### config.mk
export PLATFORM = sky130hd
export DESIGN_NAME = svc_mode_select
export DESIGN_NICKNAME = d
export VERILOG_FILES = /design/src/rtl/svc_pkg.sv /design/src/rtl/svc_gear_scaler.sv /design/src/rtl/svc_mode_select.sv
export SDC_FILE = /design/constraint.sdc
export NUM_CORES = 1
export LEC_CHECK = 0
export BUFFER_PORTS_ARGS = -buffer_cell sky130_fd_sc_hd__buf_2
export CORE_UTILIZATION = 40
export CTS_CLUSTER_SIZE = 24
export DETAILED_ROUTE_END_ITERATION = 10
export PLACE_DENSITY = 0.62
export SLEW_MARGIN = 20
export SYNTH_ARGS = -nofsm -noshare
export SYNTH_HDL_FRONTEND = slang
export SYNTH_SLANG_ARGS = --single-unit
### constraint.sdc
create_clock -name clk -period 21 [get_ports clk]
set_clock_uncertainty 0.2 [all_clocks]
set_input_delay 4.2 -clock clk [delete_from_list [all_inputs] [get_ports clk]]
set_output_delay 4.2 -clock clk [all_outputs]
set_load 0.02 [all_outputs]
### src/rtl/svc_pkg.sv
// Shared constants and types for the servo command-mode select block
`default_nettype none

package svc_pkg;

    // ------------------------------------------------------------------
    // Timing
    // ------------------------------------------------------------------
    localparam int CLK_PERIOD_NS = 100;       // 10 MHz system clock
    localparam int OVL_TICK_NS = 1000000;     // Overload timer unit, 1 ms
    localparam int OVL_TICK_CYCLES = OVL_TICK_NS / CLK_PERIOD_NS;  // Cycles per overload timer tick, rounds down
    localparam int GEAR_GUARD_MS = 10;        // Pulse-free window around a gear change

    // ------------------------------------------------------------------
    // Feedback scale
    // ------------------------------------------------------------------
    localparam logic [13:0] REV_COUNTS = 14'h2710;  // 10000 counts per revolution after x4 decode

    // ------------------------------------------------------------------
    // Register byte offsets
    // ------------------------------------------------------------------
    localparam logic [7:0] OFS_MODE_CFG = 8'h00;
    localparam logic [7:0] OFS_GEAR_FIRST = 8'h04;
    localparam logic [7:0] OFS_GEAR_SECOND = 8'h08;
    localparam logic [7:0] OFS_GEAR_SHARED = 8'h0c;
    localparam logic [7:0] OFS_ANA_GAIN = 8'h10;
    localparam logic [7:0] OFS_ANA_ZERO = 8'h14;
    localparam logic [7:0] OFS_ANA_LPF = 8'h18;
    localparam logic [7:0] OFS_OVL_CFG = 8'h1c;
    localparam logic [7:0] OFS_STATUS = 8'h20;
    localparam logic [7:0] OFS_POSITION = 8'h24;
    localparam logic [7:0] OFS_IRQ_STAT = 8'h28;
    localparam logic [7:0] OFS_IRQ_MASK = 8'h2c;
    localparam logic [7:0] OFS_COMMAND = 8'h30;

    // ------------------------------------------------------------------
    // Mode configuration fields
    // ------------------------------------------------------------------
    localparam int CFG_MODE_LSB = 0;          // control_mode_select [3:0]
    localparam int CFG_SRC_LSB = 4;           // speed_source_select [5:4]
    localparam int CFG_SWITCH_BIT = 8;        // mode_switch_allow
    localparam int CFG_DYNGEAR_BIT = 9;       // dyn_gear_enable
    localparam int CFG_INVERT_BIT = 10;       // analog_dir_invert
    localparam int CFG_INHIGN_BIT = 11;       // inhibit_ignore
    localparam int CMD_RELEASE_BIT = 0;       // Software alarm release

    // ------------------------------------------------------------------
    // Reset values
    // ------------------------------------------------------------------
    localparam logic [3:0] RST_MODE_SEL = 4'h0;
    localparam logic [1:0] RST_SPEED_SRC = 2'h1;
    localparam logic [15:0] RST_GEAR_TERM = 16'h0001;
    localparam logic [15:0] RST_ANA_GAIN = 16'h012c;  // 300
    localparam logic [15:0] RST_ANA_ZERO = 16'h0000;
    localparam logic [15:0] RST_ANA_LPF = 16'h012c;   // 300
    localparam logic [31:0] RST_OVL_CFG = 32'h0000_0000;

    // ------------------------------------------------------------------
    // Base mode codes of control_mode_select
    // ------------------------------------------------------------------
    localparam logic [3:0] BASE_POSITION = 4'h0;
    localparam logic [3:0] BASE_SPEED = 4'h1;
    localparam logic [3:0] BASE_TORQUE = 4'h6;

    // ------------------------------------------------------------------
    // Interrupt status bits
    // ------------------------------------------------------------------
    localparam int IRQ_ALARM = 0;
    localparam int IRQ_MODE = 1;
    localparam int IRQ_GEAR = 2;
    localparam int IRQ_W = 3;

    // Active control mode
    typedef enum logic [1:0] {MODE_POSITION, MODE_SPEED, MODE_TORQUE} svc_mode_e;

    // Decoded run direction
    typedef enum logic [1:0] {DIR_STOP, DIR_CCW, DIR_CW} svc_dir_e;

endpackage : svc_pkg

`default_nettype wire

### src/rtl/svc_gear_scaler.sv
// Electronic gear scaler: numerator over divisor with carried remainder
`default_nettype none

module svc_gear_scaler (
    input wire logic clk,
    input wire logic rst,
    input wire logic inPulse,
    input wire logic [15:0] numer,
    input wire logic [15:0] denom,
    output logic outPulse,
    output logic busy
);

    // ------------------------------------------------------------------
    // Remainder accumulator
    // ------------------------------------------------------------------
    logic [32:0] acc_ff;         // Carried remainder, never dropped
    logic [32:0] nxt_acc;
    logic fire;                  // One output count this cycle
    logic [32:0] addTerm;
    logic [32:0] subTerm;

    // Zero divisor would fire forever, so it blocks output instead
    assign fire = (denom != 16'h0000) && (acc_ff >= {17'h00000, denom});
    assign addTerm = inPulse ? {17'h00000, numer} : 33'h000000000;
    assign subTerm = fire ? {17'h00000, denom} : 33'h000000000;
    assign nxt_acc = acc_ff + addTerm - subTerm;
    assign busy = fire;

    // One count out per cycle; a high ratio at full pulse rate backlogs here
    always_ff @(posedge clk or posedge rst) begin
        if (rst) begin
            acc_ff <= 33'h000000000;
            outPulse <= 1'b0;
        end else begin
            acc_ff <= nxt_acc;
            outPulse <= fire;
        end
    end
endmodule : svc_gear_scaler

`default_nettype wire

### src/rtl/svc_mode_select.sv
// Servo command-path selection: gear, control mode, direction, overload alarm
//
// Summary of operation
// Dynamic gear only when enable equals one
// Input OFF first term, ON second term
// Controller sends no pulses near gear change
// Analog settings reset to 300,0,0,300
// Limit inputs decode CCW, CW or stop
// Invert swaps nonzero directions only
// Switch disallowed: mode from setting, pin releases
// Switch allowed: pin selects mode, no release
// Base codes 0 position, 1 speed, 6 torque
// Pin ON advances position-speed-torque-position cycle
// Speed source 0 internal, else external analog
// Overload held too long raises alarm, stops
// Overload check active only when B nonzero
// Gear enabled repurposes inhibit pin as selector
// Feedback counts 10000 per revolution
// Scale by numerator, divide, carry remainder
`default_nettype none

module svc_mode_select #(
    parameter int MS_CYCLES = svc_pkg::OVL_TICK_CYCLES  // Cycles per overload timer tick
) (
    input wire logic clk,
    input wire logic rst,
    // APB slave
    input wire logic psel,
    input wire logic penable,
    input wire logic pwrite,
    input wire logic [7:0] paddr,
    input wire logic [31:0] pwdata,
    output logic [31:0] prdata,
    output logic pready,
    output logic pslverr,
    // Pins from the motion controller
    input wire logic cmdPulsePin,
    input wire logic gearSelectPin,
    input wire logic ccwLimitPin,
    input wire logic cwLimitPin,
    input wire logic alarmClearPin,
    input wire logic servoOnPin,
    // Same-domain torque estimate
    input wire logic [15:0] motorTorque,
    // Results
    output logic gearPulse,
    output logic [1:0] activeMode,
    output logic [1:0] runDir,
    output logic speedFromAnalog,
    output logic motorEnable,
    output logic overloadAlarm,
    output logic [15:0] analogSpeedGain,
    output logic [15:0] analogZeroOffset,
    output logic [15:0] analogSpeedLpfBw,
    output logic irq
);

    // ------------------------------------------------------------------
    // Pin synchronisers
    // ------------------------------------------------------------------
    localparam int NPIN = 6;
    logic [NPIN-1:0] pinRaw;
    logic [NPIN-1:0] pinMeta_ff;  // First stage, read only by second
    logic [NPIN-1:0] pinSync_ff;  // Safe to use
    logic [NPIN-1:0] pinPrev_ff;  // For edge detection

    assign pinRaw = {servoOnPin, alarmClearPin, cwLimitPin, ccwLimitPin, gearSelectPin, cmdPulsePin};

    // Two flops per pin, then one more for edges
    generate
        for (genvar i = 0; i < NPIN; i++) begin : g_sync
            always_ff @(posedge clk or posedge rst) begin
                if (rst) begin
                    pinMeta_ff[i] <= 1'b0;
                    pinSync_ff[i] <= 1'b0;
                    pinPrev_ff[i] <= 1'b0;
                end else begin
                    pinMeta_ff[i] <= pinRaw[i];
                    pinSync_ff[i] <= pinMeta_ff[i];
                    pinPrev_ff[i] <= pinSync_ff[i];
                end
            end
        end
    endgenerate

    wire pulseRise = pinSync_ff[0] & ~pinPrev_ff[0];
    wire gearSel = pinSync_ff[1];
    wire gearEdge = pinSync_ff[1] ^ pinPrev_ff[1];
    wire ccwOn = pinSync_ff[2];
    wire cwOn = pinSync_ff[3];
    wire altSw = pinSync_ff[4];
    wire altRise = pinSync_ff[4] & ~pinPrev_ff[4];
    wire servoOn = pinSync_ff[5];

    // ------------------------------------------------------------------
    // Register file
    // ------------------------------------------------------------------
    logic [3:0] modeSel_ff;      // control_mode_select
    logic [1:0] speedSrc_ff;     // speed_source_select
    logic switchAllow_ff;        // mode_switch_allow
    logic dynGear_ff;            // dyn_gear_enable
    logic dirInvert_ff;          // analog_dir_invert
    logic inhIgnore_ff;          // inhibit_ignore
    logic [15:0] gearFirst_ff;
    logic [15:0] gearSecond_ff;
    logic [15:0] gearShared_ff;
    logic [15:0] anaGain_ff;
    logic [15:0] anaZero_ff;
    logic [15:0] anaLpf_ff;
    logic [31:0] ovlCfg_ff;      // [15:0] level, [31:16] time in ms
    localparam int IRQ_W_L = svc_pkg::IRQ_W;
    logic [IRQ_W_L-1:0] irqStat_ff;
    logic [IRQ_W_L-1:0] irqMask_ff;

    // Bus decode, zero wait states
    wire wrEn = psel & penable & pwrite;
    wire rdEn = psel & ~pwrite;
    function automatic logic hit(input logic [7:0] a, input logic [7:0] ofs);
        hit = (a == ofs);
    endfunction
    wire mapped = (paddr <= svc_pkg::OFS_COMMAND) && (paddr[1:0] == 2'h0);
    wire wrCfg = wrEn & hit(paddr, svc_pkg::OFS_MODE_CFG);
    wire wrOvl = wrEn & hit(paddr, svc_pkg::OFS_OVL_CFG);
    wire wrStat = wrEn & hit(paddr, svc_pkg::OFS_IRQ_STAT);
    wire wrMask = wrEn & hit(paddr, svc_pkg::OFS_IRQ_MASK);
    wire swRelease = wrEn & hit(paddr, svc_pkg::OFS_COMMAND) & pwdata[svc_pkg::CMD_RELEASE_BIT];

    assign pready = 1'b1;
    assign pslverr = psel & penable & ~mapped;

    // Configuration writes
    always_ff @(posedge clk or posedge rst) begin
        if (rst) begin
            modeSel_ff <= svc_pkg::RST_MODE_SEL;
            speedSrc_ff <= svc_pkg::RST_SPEED_SRC;
            switchAllow_ff <= 1'b0;
            dynGear_ff <= 1'b0;
            dirInvert_ff <= 1'b0;
            inhIgnore_ff <= 1'b0;
            ovlCfg_ff <= svc_pkg::RST_OVL_CFG;
            irqMask_ff <= '0;
        end else begin
            if (wrCfg) begin
                modeSel_ff <= pwdata[svc_pkg::CFG_MODE_LSB +: 4];
                speedSrc_ff <= pwdata[svc_pkg::CFG_SRC_LSB +: 2];
                switchAllow_ff <= pwdata[svc_pkg::CFG_SWITCH_BIT];
                dynGear_ff <= pwdata[svc_pkg::CFG_DYNGEAR_BIT];
                dirInvert_ff <= pwdata[svc_pkg::CFG_INVERT_BIT];
                inhIgnore_ff <= pwdata[svc_pkg::CFG_INHIGN_BIT];
            end
            if (wrOvl) begin
                ovlCfg_ff <= pwdata;
            end
            if (wrMask) begin
                irqMask_ff <= pwdata[IRQ_W_L-1:0];
            end
        end
    end

    // Sixteen-bit parameter words share one pattern
    logic [15:0] wordReg_ff [6];
    localparam logic [7:0] WORD_OFS [6] = '{svc_pkg::OFS_GEAR_FIRST, svc_pkg::OFS_GEAR_SECOND,
        svc_pkg::OFS_GEAR_SHARED, svc_pkg::OFS_ANA_GAIN, svc_pkg::OFS_ANA_ZERO, svc_pkg::OFS_ANA_LPF};
    localparam logic [15:0] WORD_RST [6] = '{svc_pkg::RST_GEAR_TERM, svc_pkg::RST_GEAR_TERM,
        svc_pkg::RST_GEAR_TERM, svc_pkg::RST_ANA_GAIN, svc_pkg::RST_ANA_ZERO, svc_pkg::RST_ANA_LPF};
    generate
        for (genvar w = 0; w < 6; w++) begin : g_word
            always_ff @(posedge clk or posedge rst) begin
                if (rst) begin
                    wordReg_ff[w] <= WORD_RST[w];
                end else if (wrEn && hit(paddr, WORD_OFS[w])) begin
                    wordReg_ff[w] <= pwdata[15:0];
                end
            end
        end
    endgenerate
    assign gearFirst_ff = wordReg_ff[0];
    assign gearSecond_ff = wordReg_ff[1];
    assign gearShared_ff = wordReg_ff[2];
    assign anaGain_ff = wordReg_ff[3];
    assign anaZero_ff = wordReg_ff[4];
    assign anaLpf_ff = wordReg_ff[5];
    assign analogSpeedGain = anaGain_ff;
    assign analogZeroOffset = anaZero_ff;
    assign analogSpeedLpfBw = anaLpf_ff;

    // ------------------------------------------------------------------
    // Gear selection and pulse scaling
    // ------------------------------------------------------------------
    // Ratio follows the pin directly; controller keeps pulses away from its edges
    wire useSecond = dynGear_ff & gearSel;
    wire [15:0] selNumer = useSecond ? gearSecond_ff : gearFirst_ff;
    // Pin is inhibit only while dynamic gear is off
    wire inhibitOn = ~dynGear_ff & ~inhIgnore_ff & gearSel;
    wire posMode = (activeMode == svc_pkg::MODE_POSITION);
    wire pulseTaken = pulseRise & posMode & motorEnable & ~inhibitOn;

    svc_gear_scaler u_scaler (
        .clk(clk),
        .rst(rst),
        .inPulse(pulseTaken),
        .numer(selNumer),
        .denom(gearShared_ff),
        .outPulse(gearPulse),
        .busy()
    );

    // Position within one revolution and whole revolutions
    logic [13:0] posCount_ff;
    logic [15:0] revCount_ff;
    wire posWrap = (posCount_ff == svc_pkg::REV_COUNTS - 14'h0001);
    always_ff @(posedge clk or posedge rst) begin
        if (rst) begin
            posCount_ff <= 14'h0000;
            revCount_ff <= 16'h0000;
        end else if (gearPulse) begin
            posCount_ff <= posWrap ? 14'h0000 : posCount_ff + 14'h0001;
            revCount_ff <= posWrap ? revCount_ff + 16'h0001 : revCount_ff;
        end
    end

    // ------------------------------------------------------------------
    // Control mode
    // ------------------------------------------------------------------
    function automatic svc_pkg::svc_mode_e baseMode(input logic [3:0] sel, input logic adv);
        unique case (sel)
            svc_pkg::BASE_SPEED: baseMode = adv ? svc_pkg::MODE_TORQUE : svc_pkg::MODE_SPEED;
            svc_pkg::BASE_TORQUE: baseMode = adv ? svc_pkg::MODE_POSITION : svc_pkg::MODE_TORQUE;
            default: baseMode = adv ? svc_pkg::MODE_SPEED : svc_pkg::MODE_POSITION;
        endcase
    endfunction
    // Pin advances the mode only when switching is allowed
    wire switchOn = switchAllow_ff & altSw;
    svc_pkg::svc_mode_e modeNow;
    assign modeNow = baseMode(modeSel_ff, switchOn);
    assign activeMode = modeNow;
    assign speedFromAnalog = (speedSrc_ff != 2'h0);

    logic [1:0] modePrev_ff;  // For change events
    always_ff @(posedge clk or posedge rst) begin
        if (rst) begin
            modePrev_ff <= svc_pkg::MODE_POSITION;
        end else begin
            modePrev_ff <= activeMode;
        end
    end

    // ------------------------------------------------------------------
    // Run direction from limit inputs
    // ------------------------------------------------------------------
    wire dirCcw = ccwOn & ~cwOn;
    wire dirCw = cwOn & ~ccwOn;
    assign runDir = (dirCcw ^ dirInvert_ff) & (dirCcw | dirCw) ? svc_pkg::DIR_CCW :
                    (dirCcw | dirCw) ? svc_pkg::DIR_CW : svc_pkg::DIR_STOP;

    // ------------------------------------------------------------------
    // User torque overload
    // ------------------------------------------------------------------
    logic [31:0] tickCnt_ff;   // Millisecond divider
    logic [15:0] ovlMs_ff;     // Milliseconds spent over level
    logic alarm_ff;
    wire tick = (tickCnt_ff == 32'(MS_CYCLES - 1));
    wire ovlActive = (ovlCfg_ff[31:16] != 16'h0000);
    wire overLevel = ovlActive & (motorTorque > ovlCfg_ff[15:0]);
    wire ovlTrip = overLevel & (ovlMs_ff >= ovlCfg_ff[31:16]);
    // Pin release only while it is not the mode switch
    wire alarmRelease = swRelease | (altRise & ~switchAllow_ff);

    // Divider and over-level timer
    always_ff @(posedge clk or posedge rst) begin
        if (rst) begin
            tickCnt_ff <= 32'h0000_0000;
            ovlMs_ff <= 16'h0000;
        end else begin
            tickCnt_ff <= tick ? 32'h0000_0000 : tickCnt_ff + 32'h0000_0001;
            if (!overLevel) begin
                ovlMs_ff <= 16'h0000;
            end else if (tick && ovlMs_ff != 16'hffff) begin
                ovlMs_ff <= ovlMs_ff + 16'h0001;
            end
        end
    end

    // Alarm latches; a new trip wins over a release
    always_ff @(posedge clk or posedge rst) begin
        if (rst) begin
            alarm_ff <= 1'b0;
        end else if (ovlTrip) begin
            alarm_ff <= 1'b1;
        end else if (alarmRelease) begin
            alarm_ff <= 1'b0;
        end
    end
    assign overloadAlarm = alarm_ff;
    assign motorEnable = servoOn & ~alarm_ff;

    // ------------------------------------------------------------------
    // Interrupts and read-back
    // ------------------------------------------------------------------
    // Ratio-change event only on a pin edge, never while the ratio just stays put
    wire [IRQ_W_L-1:0] events = {(useSecond ^ (dynGear_ff & pinPrev_ff[1])) & gearEdge,
                                 (activeMode != modePrev_ff), ovlTrip & ~alarm_ff};
    wire [IRQ_W_L-1:0] clrMask = wrStat ? pwdata[IRQ_W_L-1:0] : '0;
    always_ff @(posedge clk or posedge rst) begin
        if (rst) begin
            irqStat_ff <= '0;
        end else begin
            irqStat_ff <= (irqStat_ff & ~clrMask) | events;  // Set wins
        end
    end
    assign irq = |(irqStat_ff & irqMask_ff);

    wire [31:0] cfgWord = {20'h00000, inhIgnore_ff, dirInvert_ff, dynGear_ff, switchAllow_ff,
                           2'h0, speedSrc_ff, modeSel_ff};
    wire [31:0] statWord = {25'h0000000, useSecond, speedFromAnalog, alarm_ff, runDir, activeMode};
    logic [31:0] rdMux;
    always_comb begin
        rdMux = 32'h0000_0000;
        for (int k = 0; k < 6; k++) begin
            if (hit(paddr, WORD_OFS[k])) rdMux = {16'h0000, wordReg_ff[k]};
        end
        if (hit(paddr, svc_pkg::OFS_MODE_CFG)) rdMux = cfgWord;
        if (hit(paddr, svc_pkg::OFS_OVL_CFG)) rdMux = ovlCfg_ff;
        if (hit(paddr, svc_pkg::OFS_STATUS)) rdMux = statWord;
        if (hit(paddr, svc_pkg::OFS_POSITION)) rdMux = {revCount_ff, 2'h0, posCount_ff};
        if (hit(paddr, svc_pkg::OFS_IRQ_STAT)) rdMux = {29'h00000000, irqStat_ff};
        if (hit(paddr, svc_pkg::OFS_IRQ_MASK)) rdMux = {29'h00000000, irqMask_ff};
    end
    // Read data registered in the setup cycle, valid in the access cycle
    always_ff @(posedge clk or posedge rst) begin
        if (rst) begin
            prdata <= 32'h0000_0000;
        end else if (rdEn && !penable) begin
            prdata <= rdMux;
        end
    end
endmodule : svc_mode_select

`default_nettype wire

* Yosys cells after proc, flatten, opt, wreduce, memory -nomap -nowiden
Index checks and enable logic that the tools add are counted.
Widths: inputs -> output; s select.
** Word-level totals
- Output and inout port bits :: 91
- Bits in registers :: 306
- Logic and storage cells :: 165
- Input bits :: 67
** Cells by class
- Mux-type cells :: 28
- Bitwise logic cells :: 49
- Add/subtract/negate cells :: 6
- Equal/unequal tests :: 19
- Order comparisons :: 4
- Reductions and logical operators :: 20
** Operators with widths (count)
- $mux 32 :: 12
- $mux 16 :: 6
- $eq 8x6->1 const B :: 5
- $add 33x33->33 :: 1
- $ge 33x16->1 :: 1
- $sub 33x33->33 :: 1
- $add 16x1->16 const B :: 2
- $add 32x1->32 const B :: 1
- $eq 32x14->1 const B :: 1
- $eq 8x5->1 const B :: 4
- $reduce_bool 16->1 :: 2
- $and 1x1->1 :: 29
- $eq 8x4->1 const B :: 2
- $ge 16x16->1 :: 1
- $gt 16x16->1 :: 1
- $ne 16x16->1 const B :: 1
- $add 14x1->14 const B :: 1
- $eq 14x14->1 const B :: 1
- $mux 14 :: 1
- $not 1->1 :: 11
- $logic_and 1x1->1 :: 10
- $eq 8x3->1 const B :: 1
- $le 8x6->1 const B :: 1
- $logic_not 8->1 :: 1
- other kinds (18) :: 29

* Logic depth before layout (Yosys ltp)
- Depth after elaboration :: 13
- Mapped depth :: 24
- Gate-level depth less buffers :: 22

* Hierarchy
From an unflattened synthesis, not the netlist that was laid out.
** Unflattened totals
- Cells, all modules :: 1632
- Area, all modules :: 17511.8 um^2
** Modules (own cells, without submodules)
- svc_mode_select :: cells each 1164, instances 1, seq. area each 6821.5 um^2, area an instance 13444.1 um^2
- svc_gear_scaler :: cells each 468, instances 1, seq. area each 850.8 um^2, area an instance 4067.7 um^2

* Worst setup path before layout
OpenSTA, ideal clock, no wires.
- Path type :: input -> output
- Start point :: input paddr[2]
- End point :: output pslverr
- Required time :: 16.600 ns
- Arrival time :: 5.619 ns
- Path buffers :: 3
- Stages on the path :: 5
- Setup slack :: 10.981 ns
- Cell sequence :: clkbuf_1 -> buf_1 -> buf_1 -> o211ai_1 -> a31oi_1
** Between the ends
- Longest elaborated chain between the ends :: 4
** RTL lines
- start, declared :: RTL line svc_mode_select.sv:31 : input wire logic [7:0] paddr,
- $le 8x6->1 :: RTL line svc_mode_select.sv:121 : wire mapped = (paddr <= svc_pkg::OFS_COMMAND) && (paddr[1:0] == 2'h0);
- $logic_and 1x1->1 :: RTL line svc_mode_select.sv:121
- $not 1->1 :: RTL line svc_mode_select.sv:129 : assign pslverr = psel & penable & ~mapped;
- $and 1x1->1 :: RTL line svc_mode_select.sv:129
- end, declared :: RTL line svc_mode_select.sv:35 : output logic pslverr,
Every way passes these cells.

* Worst setup path after layout
Same ends and word-level chain as after synthesis.

==> impl_results.md <==
* Routed via count at roughly 13000
* Tightest Hold Check Type: reg -> reg
* Wire per inst at slightly below 20 um
* Startpoint types: input pin
* Placement Setup Slack at roughly 11 ns
* Leakage at 9.45 nW
* Critical path arrival at between 5 and 6 ns
* Status: finished clean
* Max-slew headroom at between 20 and 30%
* Final hold viol count at 0
* Setup TNS at 0 ns
* Critical Path Fanout Max at 40
* Final Setup Violations at 0
* Worst skew pair latency at 0.55 ns
* Layout cells sized above 1 at ~23%
* Postcts setup bufs at 0
* Die area at roughly 0.043 mm^2
* Gr usage total at 21.2%
* Final WS setup at about 11 ns
* Slowest CP cell: buf_2
* PwrDens at between 100 and 150 mW/mm^2
* Min-Delay Startpoint: pinMeta_ff[4]$_DFF_PP0_
* Asr flop ratio synth at 100%
* Most common cell after layout, fill and taps aside: dfrtp_1
* Area delta synth->final at 15.9%
* Cts repair resizes at 0
* Final worst-path cycle share at 46.4%
* Post-DRT Antenna Nets at 0
* Cell family with most CP delay: buffers and inverters
* Starting density of the core at slightly above 40%
* Main synth FF type: dfrtp_1
* Register share of total power at 32.8%
* Vias per cell at 5.55
* Min Clock Period, post-route at 9.74 ns
* Post-route DRC at 0
* Max Slew Vio Count at 0
* VDD IR max at about 70 uV
* Initial DRC Count at between 900 and 1000
* WP buf/inv at 2
* Syn nets at 1813
* #FFs+latches synth at between 300 and 400
* Final #Nets at ~2000
* Die height at between 200 and 250 um
* R2r startpoint: gearShared_ff[13]$_DFFE_PP0P_
* Net switching power at 0.712 mW
* Cell Int Power at about 1.4 mW
* Number of synthesized flops with an enable pin at 0
* Die Width at between 200 and 250 um
* Worst hold endpoint: altSw$_DFF_PP0_
* Clock-pin slew on the worst setup and hold paths at approximately 0.060 ns
* Clk pwr share at 33.2%
* Worst reg2reg path endpoint: u_scaler.acc_ff[29]$_DFF_PP0_
* Hold Buf Count CTS at 0
* CP peak stage delay at 0.57 ns
* Net Sw Frac at around 34%
* Synth Area per Inst at around 10 um^2
* Hpwl dp at approximately 33 mm
* Hold path depth at 0
* Worst Reg-to-Reg Cells at 19
* Core area at around 0.041 mm^2
* WS Path Type: in -> out
* I/O pin count at 158
* Fmax achieved at between 100 and 150 MHz
* Crit end category: output port
* Placed cell count at approximately 2300
* Mapped Area at 0.0168 mm^2
* TritonCTS clock tree: done
* Sink Count at slightly above 300
* Unique cell type count in the Yosys netlist at between 60 and 70
* Comb pwr share at approximately 34%
* Num CTS Buffers at 38
* Drt first pass iters at 5
* Gpl congestion at 0.859
* Overall Power at just over 2 mW
* WL final at roughly 46 mm
* Commonest cells after routing, fill and taps aside: dfrtp_1, nand2_1, buf_2
* Largest net degree at the start of global routing at 180
* Number of global-route vias before repair at between 10000 and 15000
* Placement row count at 74
* First-pass GRT wire length at a little over 70 mm
* Initial antenna violation count at 1
* Most used cell, CP: buf_2
* Post-route insts no fill at 2341
* Clock Path Buffers at 3
* IO Port Bufs at 156
* R2R Setup Slk at 15.04 ns
* Fin Hold WS at approximately 0.15 ns
* Slew @ Worst Pin at between 1 and 1.5 ns
* Clock H-tree levels at 2
* Synth Instances at between 1500 and 2000
* Root buffer cell: clkbuf_16
* Sequential share of the synthesized area at between 40 and 50%
* Grt ovf at 0
* Critical path cell sequence: buf_2, o211ai_1, a31oi_1, buf_2
* Max Cap Viol at 0
* Synth warn at 0
* Critical Path RT at approximately 17 ns
* RSZ-0062 raised after global routing: no
==> metrics by stage <==
step	cell area (um^2)	util, %
6_report	19500	47.4
3_5_place_dp	18200	44.1
3_3_place_gp	18200	44.1
4_1_cts	19500	47.3
5_1_grt	19500	47.4
2_1_floorplan	16800	-
==> area by class of cell <==
type	count	area, um^2
Fill cell	3798	21700
Sequential cell	306	7670
Clock inverter	15	231
Antenna cell	1	2.50
Inverter	124	473
Clock buffer	54	1090
Multi-Input combinational cell	1141	8480
Timing Repair Buffer	168	903
Tap cell	532	666
==> flip-flops by register name, indices dropped and copies added (netlist names), 4 cells and up <==
name,cells
pinMeta_ff,6
tickCnt_ff,32
gearSecond_ff,16
gearFirst_ff,16
analogZeroOffset,16
analogSpeedGain,16
modeSel_ff,4
prdata,32
gearShared_ff,16
ovlMs_ff,16
analogSpeedLpfBw,16
posCount_ff,14
u_scaler.acc_ff,33
revCount_ff,16
ovlCfg_ff,32
==> synthesized netlist by cell type (all sizes together) (3+ instances only) <==
cell type	number	area (um^2)
nor4	19	125
nor2	84	328
and2	5	31.3
o22ai	5	31.3
or2	3	18.8
inv	124	465
nand4	27	184
o21a	11	82.6
dfrtp	294	7360
and4	6	52.6
o21ai	42	210
nor2b	15	93.8
fa	16	320
a21o	28	210
clkbuf	34	128
a211oi	7	52.6
or3	12	75.1
a22oi	35	263
ha	105	1310
dfstp	12	315
mux2	148	1670
a22o	8	70.1
xor2	32	280
xnor2	66	578
mux2i	6	60.1
nand3	50	255
nand2b	4	25.0
o31ai	5	42.5
a21boi	4	30.0
nand2	189	712
a221o	4	40.0
o21bai	10	75.1
and3	21	131
o2111ai	3	26.3
a31oi	11	68.8
buf	20	108
a21oi	81	405
o211ai	9	67.6
nor3	27	140
a222oi	15	150
a221oi	9	78.8
==> layer usage <==
metal	track usage, %	wire, um	share of wire [%]
met2	34.8	21600	47
met5	0	0	0
met1	29.1	20500	45
met4	6.74	1150	2.5
met3	2.77	2370	5.2
==> cells by family (layout without fill, tap and decap cells) <==
logic type / Yosys count / in the layout / share of synthesized area (%)
mux: 154 / 154 / 10.2
simple gates: 468 / 468 / 13.2
buf+inv: 178 / 361 / 4.16
xor+xnor: 98 / 98 / 5.09
fa+ha+maj: 121 / 121 / 9.70
other cells: 1 / 2 / 0.0223
flops: 306 / 306 / 45.5
compound gates: 299 / 299 / 12.0
==> worst register-to-register path, delay by kind of cell, from the launching register on <==
| kind | cells | cell delay (ns) |
|---|---|---|
| adder cells (fa/ha/maj) | 3 | 1.13 |
| buffers and inverters | 1 | 0.08 |
| flip-flops | 1 | 0.48 |
| AO/OA/AOI/OAI | 11 | 3.06 |
| AND/OR/NAND/NOR | 4 | 0.96 |
==> worst max path at each step <==
stage                     slack, ns               to      from  depth (start not counted)
after CTS                     11.29          pslverr  paddr[2]                          4
after floorplan                8.16  altSw$_DFF_PP0_       rst                          1
after detailed placement      11.29          pslverr  paddr[2]                          4
after global placement        11.25          pslverr  paddr[2]                          4
after global routing          11.22          pslverr  paddr[2]                          4
final                         11.26          pslverr  paddr[2]                          4
==> power groups by stage <==
stage | combinational, mW | clock (mW) | sequential [mW]
after floorplan | 0.542 | 0 | 0.683
after global placement | 0.679 | 0 | 0.688
after detailed placement | 0.695 | 0 | 0.691
after CTS | 0.704 | 0.702 | 0.681
after global routing | 0.796 | 0.723 | 0.686
final | 0.705 | 0.689 | 0.681
Power figures use the tool's default switching activity.
